### src/rtl/hpa_pkg.sv
// package: constants, types and register map of the hidden clock host
`default_nettype none
package hpa_pkg;
   // clock and pin timing of the memory bus
   localparam int unsigned CLK_PERIOD_NS = 4;
   localparam int unsigned T_WP_NS = 100;
   localparam int unsigned T_ACC_NS = 150;
   localparam int unsigned T_WR_NS = 20;
   localparam int unsigned T_OD_NS = 70;
   localparam int unsigned WP_CYC = (T_WP_NS + CLK_PERIOD_NS - 1) / CLK_PERIOD_NS;
   localparam int unsigned ACC_CYC = (T_ACC_NS + CLK_PERIOD_NS - 1) / CLK_PERIOD_NS;
   localparam int unsigned WR_CYC = (T_WR_NS + CLK_PERIOD_NS - 1) / CLK_PERIOD_NS;
   localparam int unsigned OD_CYC = (T_OD_NS + CLK_PERIOD_NS - 1) / CLK_PERIOD_NS;
   localparam int unsigned REC_CYC = (WR_CYC > OD_CYC) ? WR_CYC : OD_CYC;
   localparam int unsigned SYNC_CYC = 3;
   localparam int unsigned CNT_W = 6;

   // memory bus and serial stream shape
   localparam int unsigned ADDR_W = 18;
   localparam int unsigned DATA_W = 8;
   localparam int unsigned XFER_BITS = 64;
   localparam int unsigned BIT_W = 6;
   localparam logic [63:0] MATCH_PATTERN = 64'h5ca3_3ac5_5ca3_3ac5;

   // register map, one aligned word each
   localparam int unsigned APB_AW = 8;
   localparam logic [7:0] OFS_CTRL = 8'h00;
   localparam logic [7:0] OFS_STATUS = 8'h04;
   localparam logic [7:0] OFS_ADDR = 8'h08;
   localparam logic [7:0] OFS_WDATA = 8'h0c;
   localparam logic [7:0] OFS_RDATA = 8'h10;
   localparam logic [7:0] OFS_TX_LO = 8'h14;
   localparam logic [7:0] OFS_TX_HI = 8'h18;
   localparam logic [7:0] OFS_RX_LO = 8'h1c;
   localparam logic [7:0] OFS_RX_HI = 8'h20;
   localparam int unsigned CTRL_START_BIT = 0;
   localparam int unsigned CTRL_CMD_LSB = 1;
   localparam int unsigned STAT_BUSY_BIT = 0;
   localparam int unsigned STAT_DONE_BIT = 1;
   localparam logic [17:0] ADDR_RST = 18'h00000;
   localparam logic [7:0] BYTE_RST = 8'h00;
   localparam logic [63:0] BITS_RST = 64'h0;

   typedef enum logic [1:0] {
      CMD_CLK_READ, CMD_CLK_WRITE, CMD_MEM_READ, CMD_MEM_WRITE
   } hpa_cmd_t;

   typedef struct packed {
      logic write;
      logic [ADDR_W-1:0] addr;
      logic [DATA_W-1:0] wdata;
   } hpa_cyc_req_t;

   typedef struct packed {
      logic ce_n;
      logic oe_n;
      logic we_n;
      logic [ADDR_W-1:0] addr;
      logic [DATA_W-1:0] dq_out;
      logic dq_oe_n;
   } hpa_pins_t;

   localparam hpa_pins_t PINS_IDLE = '{ce_n: 1'b1, oe_n: 1'b1, we_n: 1'b1,
      addr: ADDR_RST, dq_out: BYTE_RST, dq_oe_n: 1'b1};
endpackage
`default_nettype wire

### src/rtl/hpa_pin_cycle.sv
// one asynchronous memory bus cycle, read or write, on the device pins
`timescale 1ns/1ps
`default_nettype none
module hpa_pin_cycle (
   input wire logic i_ref_clk,
   input wire logic i_reset_n,
   input wire logic i_start,
   input wire hpa_pkg::hpa_cyc_req_t i_req,
   input wire logic [hpa_pkg::DATA_W-1:0] i_dq_in,
   output logic o_busy,
   output logic o_done,
   output logic [hpa_pkg::DATA_W-1:0] o_rdata,
   output hpa_pkg::hpa_pins_t o_pins
);
   import hpa_pkg::*;

   typedef enum logic [1:0] {CY_IDLE, CY_SETUP, CY_STROBE, CY_RECOVER} hpa_cy_t;

   hpa_cy_t st_q, st_d;
   logic [CNT_W-1:0] cnt_q, cnt_d;
   hpa_cyc_req_t req_q, req_d;
   hpa_pins_t pins_q, pins_d;
   logic [DATA_W-1:0] rdata_q, rdata_d;
   logic [DATA_W-1:0] s1_q, s2_q, s3_q;
   logic done;

   ////////////////////////////////////////////////////////////////////////////
   always_comb begin
      st_d = st_q;
      cnt_d = cnt_q;
      req_d = req_q;
      pins_d = pins_q;
      rdata_d = rdata_q;
      done = 1'b0;
      unique case (st_q)
         CY_IDLE: begin
            if (i_start) begin
               req_d = i_req;
               pins_d.addr = i_req.addr;
               pins_d.dq_out = i_req.wdata;
               pins_d.dq_oe_n = ~i_req.write;
               st_d = CY_SETUP;
            end
         end
         CY_SETUP: begin
            // address settled one cycle before the strobe
            pins_d.ce_n = 1'b0;
            pins_d.we_n = ~req_q.write;
            pins_d.oe_n = req_q.write;
            cnt_d = req_q.write ? CNT_W'(WP_CYC - 1)
                                : CNT_W'(ACC_CYC + SYNC_CYC - 1);
            st_d = CY_STROBE;
         end
         CY_STROBE: begin
            if (cnt_q != '0) begin
               cnt_d = cnt_q - CNT_W'(1);
            end else if (req_q.write || (s2_q == s3_q)) begin
               if (!req_q.write) begin
                  rdata_d = s3_q;
               end
               pins_d.ce_n = 1'b1;
               pins_d.we_n = 1'b1;
               pins_d.oe_n = 1'b1;
               cnt_d = CNT_W'(REC_CYC - 1);
               st_d = CY_RECOVER;
            end
         end
         CY_RECOVER: begin
            // address and data held past the strobe's rising edge
            if (cnt_q != '0) begin
               cnt_d = cnt_q - CNT_W'(1);
            end else begin
               pins_d.dq_oe_n = 1'b1;
               done = 1'b1;
               st_d = CY_IDLE;
            end
         end
      endcase
   end

   always_ff @(posedge i_ref_clk or negedge i_reset_n) begin
      if (!i_reset_n) begin
         st_q <= CY_IDLE;
         cnt_q <= '0;
         req_q <= '0;
         pins_q <= PINS_IDLE;
         rdata_q <= BYTE_RST;
         s1_q <= BYTE_RST;
         s2_q <= BYTE_RST;
         s3_q <= BYTE_RST;
      end else begin
         st_q <= st_d;
         cnt_q <= cnt_d;
         req_q <= req_d;
         pins_q <= pins_d;
         rdata_q <= rdata_d;
         s1_q <= i_dq_in;
         s2_q <= s1_q;
         s3_q <= s2_q;
      end
   end

   assign o_busy = (st_q != CY_IDLE);
   assign o_done = done;
   assign o_rdata = rdata_q;
   assign o_pins = pins_q;
endmodule
`default_nettype wire

### src/rtl/hpa_ctrl.sv
// host controller: unlocks and transfers the hidden clock over a memory bus
`timescale 1ns/1ps
`default_nettype none
module hpa_ctrl (
   input wire logic i_ref_clk,
   input wire logic i_reset_n,
   input wire logic i_psel,
   input wire logic i_penable,
   input wire logic i_pwrite,
   input wire logic [hpa_pkg::APB_AW-1:0] i_paddr,
   input wire logic [31:0] i_pwdata,
   output logic [31:0] o_prdata,
   output logic o_pready,
   output logic o_pslverr,
   input wire logic [hpa_pkg::DATA_W-1:0] i_dq_in,
   output hpa_pkg::hpa_pins_t o_pins
);
   import hpa_pkg::*;

   typedef enum logic [2:0] {OP_IDLE, OP_ARM, OP_PATTERN, OP_XFER, OP_MEM}
      hpa_op_t;

   function automatic logic reg_hit(input logic [APB_AW-1:0] a);
      reg_hit = (a == OFS_CTRL) || (a == OFS_STATUS) || (a == OFS_ADDR)
         || (a == OFS_WDATA) || (a == OFS_RDATA) || (a == OFS_TX_LO)
         || (a == OFS_TX_HI) || (a == OFS_RX_LO) || (a == OFS_RX_HI);
   endfunction

   // software registers
   hpa_cmd_t cmd_q, cmd_d;
   logic [ADDR_W-1:0] addr_q, addr_d;
   logic [DATA_W-1:0] wdata_q, wdata_d;
   logic [63:0] tx_q, tx_d;
   logic [31:0] prdata_q, prdata_d;
   logic pslverr_q, pslverr_d;
   // operation state
   hpa_op_t st_q, st_d;
   logic [BIT_W-1:0] bit_q, bit_d;
   logic [63:0] rx_q, rx_d;
   logic [DATA_W-1:0] mem_rd_q, mem_rd_d;
   logic done_q, done_d;
   // glue
   logic wr_en, setup, busy, sw_start, done_clr, op_finish;
   hpa_cmd_t start_cmd;
   hpa_cyc_req_t cyc_req;
   logic cyc_start, cyc_busy, cyc_done;
   logic [DATA_W-1:0] cyc_rdata;
   logic last_rd_q;

   ////////////////////////////////////////////////////////////////////////////
   // apb slave: data and error registered in setup, answered with no wait
   assign setup = i_psel && !i_penable;
   assign wr_en = i_psel && i_penable && i_pwrite;
   assign busy = (st_q != OP_IDLE);
   assign start_cmd = hpa_cmd_t'(i_pwdata[CTRL_CMD_LSB +: 2]);
   assign sw_start = wr_en && !busy && (i_paddr == OFS_CTRL)
      && i_pwdata[CTRL_START_BIT];
   assign done_clr = wr_en && (i_paddr == OFS_STATUS)
      && i_pwdata[STAT_DONE_BIT];

   always_comb begin
      cmd_d = cmd_q;
      addr_d = addr_q;
      wdata_d = wdata_q;
      tx_d = tx_q;
      prdata_d = prdata_q;
      pslverr_d = pslverr_q;
      if (setup) begin
         pslverr_d = ~reg_hit(i_paddr);
         prdata_d = 32'h0000_0000;
         if (!i_pwrite) begin
            unique case (i_paddr)
               OFS_CTRL: prdata_d = {29'h0, cmd_q, 1'b0};
               OFS_STATUS: prdata_d = {30'h0, done_q, busy};
               OFS_ADDR: prdata_d = {14'h0, addr_q};
               OFS_WDATA: prdata_d = {24'h0, wdata_q};
               OFS_RDATA: prdata_d = {24'h0, mem_rd_q};
               OFS_TX_LO: prdata_d = tx_q[31:0];
               OFS_TX_HI: prdata_d = tx_q[63:32];
               OFS_RX_LO: prdata_d = rx_q[31:0];
               OFS_RX_HI: prdata_d = rx_q[63:32];
               default: prdata_d = 32'h0000_0000;
            endcase
         end
      end
      // set-up registers are frozen while an operation runs
      if (wr_en && !busy) begin
         unique case (i_paddr)
            OFS_CTRL: cmd_d = start_cmd;
            OFS_ADDR: addr_d = i_pwdata[ADDR_W-1:0];
            OFS_WDATA: wdata_d = i_pwdata[DATA_W-1:0];
            OFS_TX_LO: tx_d[31:0] = i_pwdata;
            OFS_TX_HI: tx_d[63:32] = i_pwdata;
            default: ;
         endcase
      end
   end

   always_ff @(posedge i_ref_clk or negedge i_reset_n) begin
      if (!i_reset_n) begin
         cmd_q <= CMD_CLK_READ;
         addr_q <= ADDR_RST;
         wdata_q <= BYTE_RST;
         tx_q <= BITS_RST;
         prdata_q <= 32'h0000_0000;
         pslverr_q <= 1'b0;
      end else begin
         cmd_q <= cmd_d;
         addr_q <= addr_d;
         wdata_q <= wdata_d;
         tx_q <= tx_d;
         prdata_q <= prdata_d;
         pslverr_q <= pslverr_d;
      end
   end

   assign o_prdata = prdata_q;
   assign o_pready = 1'b1;
   assign o_pslverr = pslverr_q;

   ////////////////////////////////////////////////////////////////////////////
   // operation sequencer: arm read, 64 pattern writes, 64 clock bit cycles
   assign cyc_start = busy && !cyc_busy;

   always_comb begin
      cyc_req.write = 1'b0;
      cyc_req.addr = addr_q;
      cyc_req.wdata = BYTE_RST;
      unique case (st_q)
         OP_PATTERN: begin
            cyc_req.write = 1'b1;
            cyc_req.wdata = {7'h00, MATCH_PATTERN[bit_q]};
         end
         OP_XFER: begin
            cyc_req.write = (cmd_q == CMD_CLK_WRITE);
            cyc_req.wdata = {7'h00, tx_q[bit_q]};
         end
         OP_MEM: begin
            cyc_req.write = (cmd_q == CMD_MEM_WRITE);
            cyc_req.wdata = wdata_q;
         end
         default: ;
      endcase
   end

   always_comb begin
      st_d = st_q;
      bit_d = bit_q;
      rx_d = rx_q;
      mem_rd_d = mem_rd_q;
      op_finish = 1'b0;
      unique case (st_q)
         OP_IDLE: begin
            if (sw_start) begin
               st_d = (start_cmd == CMD_MEM_READ || start_cmd == CMD_MEM_WRITE)
                  ? OP_MEM : OP_ARM;
               bit_d = '0;
            end
         end
         OP_ARM: begin
            if (cyc_done) begin
               st_d = OP_PATTERN;
            end
         end
         OP_PATTERN: begin
            if (cyc_done) begin
               bit_d = bit_q + BIT_W'(1);
               if (bit_q == BIT_W'(XFER_BITS - 1)) begin
                  st_d = OP_XFER;
               end
            end
         end
         OP_XFER: begin
            if (cyc_done) begin
               if (cmd_q == CMD_CLK_READ) begin
                  rx_d[bit_q] = cyc_rdata[0];
               end
               bit_d = bit_q + BIT_W'(1);
               if (bit_q == BIT_W'(XFER_BITS - 1)) begin
                  st_d = OP_IDLE;
                  op_finish = 1'b1;
               end
            end
         end
         OP_MEM: begin
            if (cyc_done) begin
               if (cmd_q == CMD_MEM_READ) begin
                  mem_rd_d = cyc_rdata;
               end
               st_d = OP_IDLE;
               op_finish = 1'b1;
            end
         end
         default: st_d = OP_IDLE;
      endcase
      // a finish in the clearing cycle still leaves the flag set
      done_d = (done_q && !done_clr) || op_finish;
   end

   always_ff @(posedge i_ref_clk or negedge i_reset_n) begin
      if (!i_reset_n) begin
         st_q <= OP_IDLE;
         bit_q <= '0;
         rx_q <= BITS_RST;
         mem_rd_q <= BYTE_RST;
         done_q <= 1'b0;
      end else begin
         st_q <= st_d;
         bit_q <= bit_d;
         rx_q <= rx_d;
         mem_rd_q <= mem_rd_d;
         done_q <= done_d;
      end
   end

   hpa_pin_cycle u_pin_cycle (
      .i_ref_clk(i_ref_clk),
      .i_reset_n(i_reset_n),
      .i_start(cyc_start),
      .i_req(cyc_req),
      .i_dq_in(i_dq_in),
      .o_busy(cyc_busy),
      .o_done(cyc_done),
      .o_rdata(cyc_rdata),
      .o_pins(o_pins)
   );

   ////////////////////////////////////////////////////////////////////////////
   always_ff @(posedge i_ref_clk or negedge i_reset_n) begin
      if (!i_reset_n) begin
         last_rd_q <= 1'b0;
      end else if (cyc_start) begin
         last_rd_q <= ~cyc_req.write;
      end
   end
endmodule
`default_nettype wire

### config.mk
export PLATFORM = sky130hd
export DESIGN_NAME = hpa_ctrl
export DESIGN_NICKNAME = d
export VERILOG_FILES = /design/src/rtl/hpa_pkg.sv /design/src/rtl/hpa_pin_cycle.sv /design/src/rtl/hpa_ctrl.sv
export SDC_FILE = /design/constraint.sdc
export NUM_CORES = 1
export LEC_CHECK = 0
export ABC_AREA = 1
export ABC_CLOCK_PERIOD_IN_PS = 6000
export BUFFER_PORTS_ARGS = -buffer_cell sky130_fd_sc_hd__buf_4
export CORE_MARGIN = 4
export CORE_UTILIZATION = 60
export DETAILED_ROUTE_END_ITERATION = 10
export PLACE_DENSITY_LB_ADDON = 0.15
export SLEW_MARGIN = 20
export SYNTH_ARGS = -nofsm -noshare
export SYNTH_HDL_FRONTEND = slang
export SYNTH_HIERARCHICAL = 1
export SYNTH_SLANG_ARGS = --single-unit
### constraint.sdc
create_clock -name i_ref_clk -period 6 [get_ports i_ref_clk]
set_input_delay 0.9 -clock i_ref_clk [delete_from_list [all_inputs] [get_ports i_ref_clk]]
set_output_delay 0.9 -clock i_ref_clk [all_outputs]
set_load 0.005 [all_outputs]
# After elaboration in Yosys (flattened, before gate mapping)
# Memories as Yosys holds them, arrays and structs flattened.
# Cells that the tools add are included.
[word_totals] out_inout_bits=64 memories=1 mem_bits_ro=64 input_bits=53 ff_bits=278
[op_classes] magnitude_cmp=2 n_bitwise=4 eq_ne=36 reduce_logical=53 muxes=44 add_sub_neg=2
[memory_table] name="(name not given)" depth=64 width=1 rd=1 rd_ports_with_merged_regs=0 write_ports=0 line_no="hpa_ctrl.sv:132" source="cyc_req.wdata = {7'h00, MATCH_PATTERN[bit_q]};"
[op_table] cell="one-hot mux 32 bit (9 select lines)" count=1
[op_table] cell="bitwise mux 64 bit" count=1
[op_table] cell="two-way mux 6 bit" count=6
[op_table] cell="== test 8 x 5 -> 1 bit, second input constant" count=4
[op_table] cell="two-way mux 32 bit" count=1
[op_table] cell="two-way mux 3 bit" count=10
[op_table] cell="one-hot mux 8 bit (3 select lines)" count=1
[op_table] cell="!= test 2 bit, second input constant" count=10
[op_table] cell="one-hot mux 6 bit (3 select lines)" count=1
[op_table] cell="AND reduction 3 bit" count=6
[op_table] cell="== test 8 x 4 -> 1 bit, second input constant" count=2
[op_table] cell="one-hot mux 3 bit (5 select lines)" count=1
[op_table] cell="== test 2 bit, second input constant" count=6
[op_table] cell="one-hot mux 6 bit (2 select lines)" count=1
[op_table] cell="AND reduction 2 bit" count=6
[op_table] cell="logical AND 1 bit" count=11
[op_table] cell="logical OR 1 bit" count=11
[op_table] cell="two-way mux 1 bit" count=10
[op_table] cell="== test 8 x 3 -> 1 bit, second input constant" count=1
[op_table] cell="== test 8 x 6 -> 1 bit, second input constant" count=1
[op_table] cell="== test 8 bit" count=1
[op_table] cell="zero test 8 bit" count=1
[op_table] cell="two-way mux 2 bit" count=4
[op_table] cell="one-hot mux 2 bit (4 select lines)" count=1
[op_table] cell="26 further kinds" count=43

# Logic depth before layout (Yosys ltp)
# Gate-level depths: netlist of run 1.
[depth] ltp_word=10 depth_mapped=14

# Cells and area by module
# Netlist of run 1, hierarchy kept.
[by_module_without_submodules] module="hpa_ctrl" cells_per_inst=1393 n_inst=1 area_each_um2=10451.3
[by_module_without_submodules] module="hpa_pin_cycle" cells_per_inst=251 n_inst=1 area_each_um2=2880.3

# Least setup slack after synthesis of run 1
# Ideal clock, no wire load.
[synth_path] path_type="input -> register" startpoint="input port i_paddr[6] in the netlist's numbering" endpoint="register bit_q[1]" path_stages=11 arrival_time_ns=2.007 n_path_buf=1 path_slack_ns=3.867 path_cell_list="inv_1 > nand2_1 > nor3_1 > nand2_1 > nor2_1 > nand2_1 > nand2_1 > nand2_1 > buf_2 > nand2_1 > o21ai_0"
[synth_via] elab_chain_cells=5
[synth_rtl] item="start: declaration" line_no="hpa_ctrl.sv:10" source="input wire logic [hpa_pkg::APB_AW-1:0] i_paddr,"
[synth_rtl] item="zero test 8 bit" line_no="hpa_ctrl.sv:56" source="assign sw_start = wr_en && !busy && (i_paddr == OFS_CTRL)"
[synth_rtl] item="logical AND 1 bit" line_no="hpa_ctrl.sv:56"
[synth_rtl] item="logical AND 1 bit" line_no="hpa_ctrl.sv:57" source="&& i_pwdata[CTRL_START_BIT];"
[synth_rtl] item="!= test 2 bit (no line)"
[synth_rtl] item="AND reduction 3 bit (no line)"
[synth_rtl] item="end signal: assignment" line_no="hpa_ctrl.sv:209" source="bit_q <= bit_d;"
[synth_rtl] item="end: declaration" line_no="hpa_ctrl.sv:38" source="logic [BIT_W-1:0] bit_q, bit_d;"
# Every way passes these cells.
# A chain may end at the register's enable or synchronous reset.

# Worst setup path in the final report of run 1
[layout_path] startpoint="register bit_q[1]" endpoint="register rx_q[39]"
[layout_via] elab_chain_cells=5
[layout_rtl] item="< comparator 6 x 7 -> 1 bit (implied by the code) / >= comparator 6 x 1 -> 1 bit (equally long branches)" line_no="hpa_ctrl.sv:176" source="rx_d[bit_q] = cyc_rdata[0];"
[layout_rtl] item="logical AND 1 bit (implied by the code)" line_no="hpa_ctrl.sv:176"
[layout_rtl] item="two-way mux 1 bit (implied by the code)" line_no="hpa_ctrl.sv:176"
[layout_rtl] item="demux 1 bit (select 6 bit) *" line_no="hpa_ctrl.sv:176"
[layout_rtl] item="bitwise mux 64 bit *" line_no="hpa_ctrl.sv:176"
[layout_rtl] item="end signal: assignment" line_no="hpa_ctrl.sv:210" source="rx_q <= rx_d;"
[layout_rtl] item="end: declaration" line_no="hpa_ctrl.sv:39" source="logic [63:0] rx_q, rx_d;"
# Mark *: on every way between the ends. The rest lies on a longest branch, timed or not.

==> impl_metrics.toml, run 1 <==
[sta]
setup_tns_ns = 0
finalCritPeriodShare_pct = 52.0
hold_viol_final = 0
final_max_slew_viol_count = 0
grt_setup_unrepaired = "false"
tightest_slew_ns = 1.02
slew_headroom_pct = 32.1
max_freq_mhz = 321
period_needed_ns = 3.12
final-setup-viol-count = 0
clock_skew_ns = 0.0154
layout_setup_ws_ns = 2.88
whs_ns = 0.348

[yosys]
syn-mean-instance-area_um2 = 8.11
ys_seq_area_share_pct = 52.2
syn_area_um2 = 13300
synth_cells = 1644
ys_types = 44
async_flop_share_pct = 100
syn-num-nets = 1704
yosysWarnings = 6
synth_edf_count = 0
synth_ff_type = "dfrtp_1"
ys_ff_latch = 278

[run]
drv_cap = 0

[clock_network]
hold_buffers = 0
clockBufferDepth = 3
clkLatencyLatePin_ns = 0.55
ctsRootBufferMaster = "clkbuf_16"
h-tree-depth = 1
post_cts_buffers = 0
cts_tree = "yes"
cts.reportedPaths.clkPinSlew_ns = 0.06
cts_resized = 0
cts_buffers = 29
cts_sinks = 278

[cells_and_area]
num_antenna_cells = 0
regArea_um2 = 6960
layout.nets = 1792
fill_cells = 1738
drive_above_1_share_pct = 15.0
finish.utilization_pct = 70.0
area_delta_synth_final_pct = 14.6
multi_input_area_um2 = 5370

[run_status]
status = "completed"

[pwr]
cellLeakagePower_nw = 7.64
power_mw = 4.22
peakVddDrop_v = 0.000307
power_density_nw_per_um2 = 276

[critical_path]
path_cells = "nand2_1 -> inv_1 -> nand2_1 -> nor2_2 -> nand2_1 -> mux2_2"
cpLargestDelayFamily = "simple AND/OR/NAND/NOR gates"
worstPathBufferInverterCount = 1
cp_data_required_time_ns = 6.43
crit_top_cell = "nand2_1"
worstPathArrival_ns = 3.55
end_kind = "flip-flop"
critPathKind = "flip-flop to flip-flop"
start_kind = "flip-flop"
slowest_stage = "dfrtp_1"
crit_path_max_incr_delay_ns = 0.98
cp_max_fo = 21

[placed_design]
dpl.hpwl_mm = 23.5
pre_cts_slack_ns = 2.57
portBuffers = 115
place_congestion = 0.887

[grt]
antenna_found_initial = 0
grt_max_degree = 153
globalRouteOverflowTotal = 0
grt_pass1_vias = 11200
grt_util_all_layers_pct = 28.6
grt_pass1_wl_mm = 56.9

[floorplan]
pin_count = 117
die-area_um2 = 24700
rows = 54
initial_core_util_pct = 61.1
die_x_um = 157
core_um2 = 21800
die-height_um = 157

[detailed_routing]
antenna_left = 0
vias = 11400
wirelength_mm = 35.0
drt-pass1-iter-count = 5
post_drt_wl_per_cell_um = 17.2
drc = 0
drt_iter0_drc = 1133
vias_per_cell = 5.59

[min_path]
holdCritPathClass = "flip-flop to flip-flop"
worst paths after layout:
| path | slack [ns] | end | startpoint | depth (start not counted) |
|---|---|---|---|---|
| hold reg to reg | 0.35 | u_pin_cycle/s2_q[6] | u_pin_cycle/s1_q[6] | 0 |
| max in group asynchronous | 4.14 | u_pin_cycle/o_rdata[2] | i_reset_n | 2 |
| min in group asynchronous | 0.46 | o_prdata[14] | i_reset_n | 1 |
| setup / recovery | 2.88 | rx_q[39] | bit_q[1] | 6 |
| setup reg to reg | 2.88 | rx_q[39] | bit_q[1] | 6 |
| hold / removal | 0.35 | u_pin_cycle/s2_q[6] | u_pin_cycle/s1_q[6] | 0 |
synthesized netlist by cell type (2+ instances only):
cell type	n	area share, %
nand2_1	520	15
dfrtp_1	274	51
inv_1	179	5.0
o21ai_0	164	6.2
nor2_1	133	3.7
a21oi_1	65	2.4
nand3_1	64	2.4
clkbuf_1	36	1.0
mux2_2	33	2.8
nand4_1	19	0.89
buf_2	17	0.64
o2111ai_1	13	0.85
nor2_2	12	0.56
o21ai_1	9	0.34
o21ai_2	8	0.53
a31oi_1	7	0.33
buf_4	7	0.39
ha_1	7	0.66
nor3_1	6	0.23
nor3_2	6	0.45
o22ai_1	6	0.28
buf_1	5	0.14
nand2_2	5	0.23
xor2_1	5	0.33
dfstp_2	4	0.79
nor2_4	4	0.34
xnor2_1	4	0.26
inv_2	3	0.084
nand3b_1	3	0.17
nor3_4	3	0.37
or2_2	3	0.14
buf_6	2	0.17
clkbuf_2	2	0.075
clkinv_1	2	0.056
mux2_1	2	0.17
nand3_2	2	0.15
o211ai_1	2	0.11
o21a_1	2	0.11
final cells by class:
type	instances	area share, %
Sequential cell	278	45.6
Multi-Input combinational cell	1113	35.1
Timing Repair Buffer	126	6.32
Clock buffer	44	5.90
Inverter	184	4.52
Tap cell	280	2.29
Clock inverter	8	0.287
per-layer routing:
layer	share of wire, %	vias to the layer above	wire, um	track usage (%)
li1	-	5413	-	-
met1	42	5384	14800	39.1
met2	47	455	16400	46.9
met3	7.0	108	2450	4.84
met4	3.7	0	1300	9.87
met5	0	-	0	0
cell usage in the layout (no fill, tap or decap), types with 4 or more instances in the layout:
cell type | synthesis | final
nand3_1 | 64 | 64
mux2_2 | 33 | 33
o21ai_2 | 8 | 8
o22ai_1 | 6 | 6
nand2_2 | 5 | 5
nor3_2 | 6 | 7
nor2_2 | 12 | 14
o21ai_0 | 164 | 164
buf_4 | 7 | 124
clkbuf_8 | 0 | 12
inv_1 | 179 | 179
dfrtp_1 | 274 | 274
nor2_4 | 4 | 4
a21oi_1 | 65 | 65
nor3_1 | 6 | 5
ha_1 | 7 | 7
nand4_1 | 19 | 19
xor2_1 | 5 | 5
o2111ai_1 | 13 | 13
xnor2_1 | 4 | 4
nand2_1 | 520 | 520
nor2_1 | 133 | 131
a31oi_1 | 7 | 7
dfstp_2 | 4 | 4
o21ai_1 | 9 | 9
clkinv_2 | 0 | 7
clkbuf_16 | 0 | 29
flip-flops by register name, indices dropped and copies added (netlist names), 2 cells and up:
signal,cells
addr_q,18
bit_q,6
cmd_q,2
mem_rd_q,8
o_prdata,32
rx_q,64
st_q,3
tx_q,64
u_pin_cycle/cnt_q,6
u_pin_cycle/o_pins,30
u_pin_cycle/o_rdata,8
u_pin_cycle/s1_q,8
u_pin_cycle/s2_q,8
u_pin_cycle/s3_q,8
u_pin_cycle/st_q,2
wdata_q,8
cells by family (layout without fill, tap and decap cells):
logic type,count (synthesis),in the layout,synth area share [%]
AOI/OAI and AO/OA,278,278,11.3
xor gates and xnor gates,9,9,0.591
adders and majority gates,7,7,0.657
buffers and inverters,253,362,7.61
DFF,278,278,52.2
muxes,35,35,2.96
other,1,1,0.0281
and+or+nand+nor,783,783,24.7
power by group:
group | switching (mW) | total, mW | internal (mW)
clock network | 0.743 | 1.77 | 1.03
logic | 0.307 | 0.472 | 0.165
registers | 0.0427 | 1.97 | 1.93
per-stage QoR:
step | cell area, um^2 | cells
floorplan | 13300 | 1644
global placement | 14300 | 1981
detailed placement | 14300 | 1981
CTS | 15300 | 2033
global route | 15300 | 2033
finish | 15300 | 2033
worst reg2reg max path, cell delays in order (launching register included):
cell and delay, ns:
dfrtp_1 0.98, nand2_1 0.55, inv_1 0.36, nand2_1 0.19
nor2_2 0.49, nand2_1 0.13, mux2_2 0.30
(Power assumes the default switching activity.)
==> run 2, diff against run 1 <==
ABC_AREA = 0   (was 1)
ABC_CLOCK_PERIOD_IN_PS = 3100   (was 6000)
clock period = 3.1 ns   (was 6 ns; I/O delays follow)
==> impl_metrics.toml, run 2 <==
[yosys]
yosysWarnings = 6
ys_ff_latch = 278
synthXorXnorAreaFrac_pct = 0.878
ys_seq_area_share_pct = 53.7
yosysMostFrequentCell = "dfrtp_1"
synth_commonest_cells = "dfrtp_1 (274), mux2_2 (209), nand2_1 (90)"
syn-mean-instance-area_um2 = 11.9
synth_edf_count = 0
synth_top_cell_by_area = "dfrtp_1"
synth-compound-area-share_pct = 10.7
syn-num-nets = 1149
yosys-mux-area-fraction_pct = 20.5
synth_top_family_by_area = "multiplexers"
synth.area.top_cells = "dfrtp_1 (53%), mux2_2 (18%), nand2_1 (2.6%)"
ys_types = 67
async_flop_share_pct = 100
synth_ff_type = "dfrtp_1"
synth_cells = 1089
yosys.area_share.adder_pct = 0.675
syn_area_um2 = 13000
synth-simple-area-share_pct = 10.7
synth_top_area_share_pct = 52.9

[critical_path]
worstPathBufferInverterCount = 2
r2r_end = "rx_q[31]"
crit_top_cell = "nand2_1"
path_cells = "inv_1 -> ha_1 -> nand2b_4 -> nor4_2 -> nand2_1 -> inv_1 -> nand2_1 -> nor4b_4 -> and2_1 -> nand2_1 -> nor2_1 -> mux2_2"
end_kind = "flip-flop"
cpLargestDelayFamily = "simple AND/OR/NAND/NOR gates"
rrSetupSlack_ns = 0.23
slowest_stage = "dfrtp_1"
cp_max_fo = 8
cp_data_required_time_ns = 3.53
start_kind = "flip-flop"
crit_path_max_incr_delay_ns = 0.41
reg2reg_from = "u_pin_cycle/cnt_q[0]"
crit_start = "u_pin_cycle/cnt_q[0]"
worstPathArrival_ns = 3.29
critPathKind = "flip-flop to flip-flop"
ff2ff_path_depth = 12

[sta]
slew_headroom_pct = 51.9
period_needed_ns = 2.87
final_max_slew_viol_count = 0
clock_skew_ns = 0.0156
grt_setup_unrepaired = "false"
setup_tns_ns = 0
finalCritPeriodShare_pct = 92.4
tightest_slew_ns = 0.720
final-setup-viol-count = 0
max_freq_mhz = 349
hold_viol_final = 0

[detailed_routing]
drt_iter0_drc = 930
antenna_left = 0
wirelength_mm = 33.5
drc = 0
drt-pass1-iter-count = 6
vias = 9560
post_drt_wl_per_cell_um = 22.2
vias_per_cell = 6.33

[pwr]
power_mw = 8.77
power_density_nw_per_um2 = 572
cellLeakagePower_nw = 7.32
peakVddDrop_v = 0.000485

[clock_network]
clkLatencyLatePin_ns = 0.55
cts_buffers = 29
ctsRootBufferMaster = "clkbuf_16"
cts_sinks = 278
post_cts_buffers = 0
cts_tree = "yes"
clockBufferDepth = 3
cts.reportedPaths.clkPinSlew_ns = 0.06
h-tree-depth = 1

[grt]
antenna_found_initial = 0
grt_max_degree = 78
globalRouteOverflowTotal = 0
grt_pass1_wl_mm = 53.9
grt_util_all_layers_pct = 28.0
grt_pass1_vias = 9743

[cells_and_area]
fin_area_um2 = 15300
final_common_cell = "dfrtp_1"
layout.nets = 1274
area_delta_synth_final_pct = 18.2
num_antenna_cells = 0
fill_cells = 1490
final_cell_mix = "dfrtp_1 (274), mux2_2 (209), buf_4 (158), nand2_1 (90), nor2_1 (76)"
drive_above_1_share_pct = 36.4

[placed_design]
place_congestion = 0.899
place_area_um2 = 14300
dpl.hpwl_mm = 23.4
portBuffers = 115

[floorplan]
die-area_um2 = 24000
die_x_um = 155
die-height_um = 155
initial_core_util_pct = 61.3
pin_count = 117
rows = 53
core_um2 = 21200

[run]
drv_cap = 0

[min_path]
hold_depth = 1
min_from = "i_dq_in[4]"
hold_end = "u_pin_cycle/s1_q[4]"
holdCritPathClass = "input pin to flip-flop"

[run_status]
status = "completed"
==> run 2: changes by cell type after synthesis, moves of 16 or more <==
cell | previous run | this run
mux2_2 | 33 | 209
nor2_1 | 133 | 76
mux2i_1 | 0 | 16
nand3_1 | 64 | 11
inv_1 | 179 | 15
nand2_1 | 520 | 90
a22oi_1 | 0 | 44
a221oi_1 | 0 | 20
o21ai_0 | 164 | 26
a21oi_1 | 65 | 31
==> run 2: metal layers <==
layer	global-route usage (%)	wire length (um)	up-vias
li1	-	-	4243
met3	4.28	2270	74
met5	0	0	-
met2	44.7	16000	384
met1	40.5	14300	4859
met4	7.61	895	0
==> run 2: worst max path at each step <==
stage / end / slack [ns] / depth (start not counted)
3_5_place_dp: rx_q[31] / 0.19 / 12
2_1_floorplan: rx_q[20] / 0.10 / 12
6_report: rx_q[31] / 0.23 / 12
5_1_grt: rx_q[31] / 0.02 / 12
3_3_place_gp: rx_q[12] / 0.25 / 13
4_1_cts: rx_q[12] / 0.16 / 13
==> run 2: kinds of logic after synthesis <==
kind of cell               count (synthesis)
DFF                                      278
muxes                                    234
buffers and inverters                     86
AOI/OAI and AO/OA                        199
adders and majority gates                  7
xor gates and xnor gates                  13
other                                      1
and+or+nand+nor                          271
==> run 2: layout make-up <==
cell class	count	area, um^2	share of cell area, %
flip-flops and latches	278	6960	45.4
well taps	275	344	2.24
repair buffers	165	1310	8.55
clock inverters	10	163	1.06
inverters	15	56.3	0.367
multi-input cells	725	5660	36.9
clock buffers	43	838	5.47
==> run 2: worst register-to-register path, delay by kind of cell (launching register included) <==
family	cells	cell delay, ns
fa+ha+maj	1	0.20
buf+inv	2	0.21
flops	1	0.41
mux	1	0.36
simple gates	8	1.58
==> run 2: timing repair <==
| action | CTS | global route |
|---|---|---|
| setup endpoints to repair | 0 | 49 |
| endpoints found under the hold margin | 68 | 0 |
| hold buffers | 1 | 0 |
| resized for setup | 0 | 1 |
==> run 2: power by group <==
part / internal [mW] / switching [mW] / leakage, nW
sequential: 3.78 / 0.166 / 3.76
clock: 2.20 / 1.42 / 0.484
combinational: 0.507 / 0.689 / 3.08
total: 6.49 / 2.28 / 7.32
==> run 2: through the flow <==
stage	hold slack, ns	cells	util [%]	setup slack [ns]
after floorplan	0.169	1089	-	0.104
after global placement	0.332	1457	67.7	0.254
after detailed placement	0.340	1457	67.7	0.191
after CTS	0.00643	1511	72.5	0.161
after global routing	0.00780	1511	72.5	0.0236
final	0.0223	1511	72.5	0.234
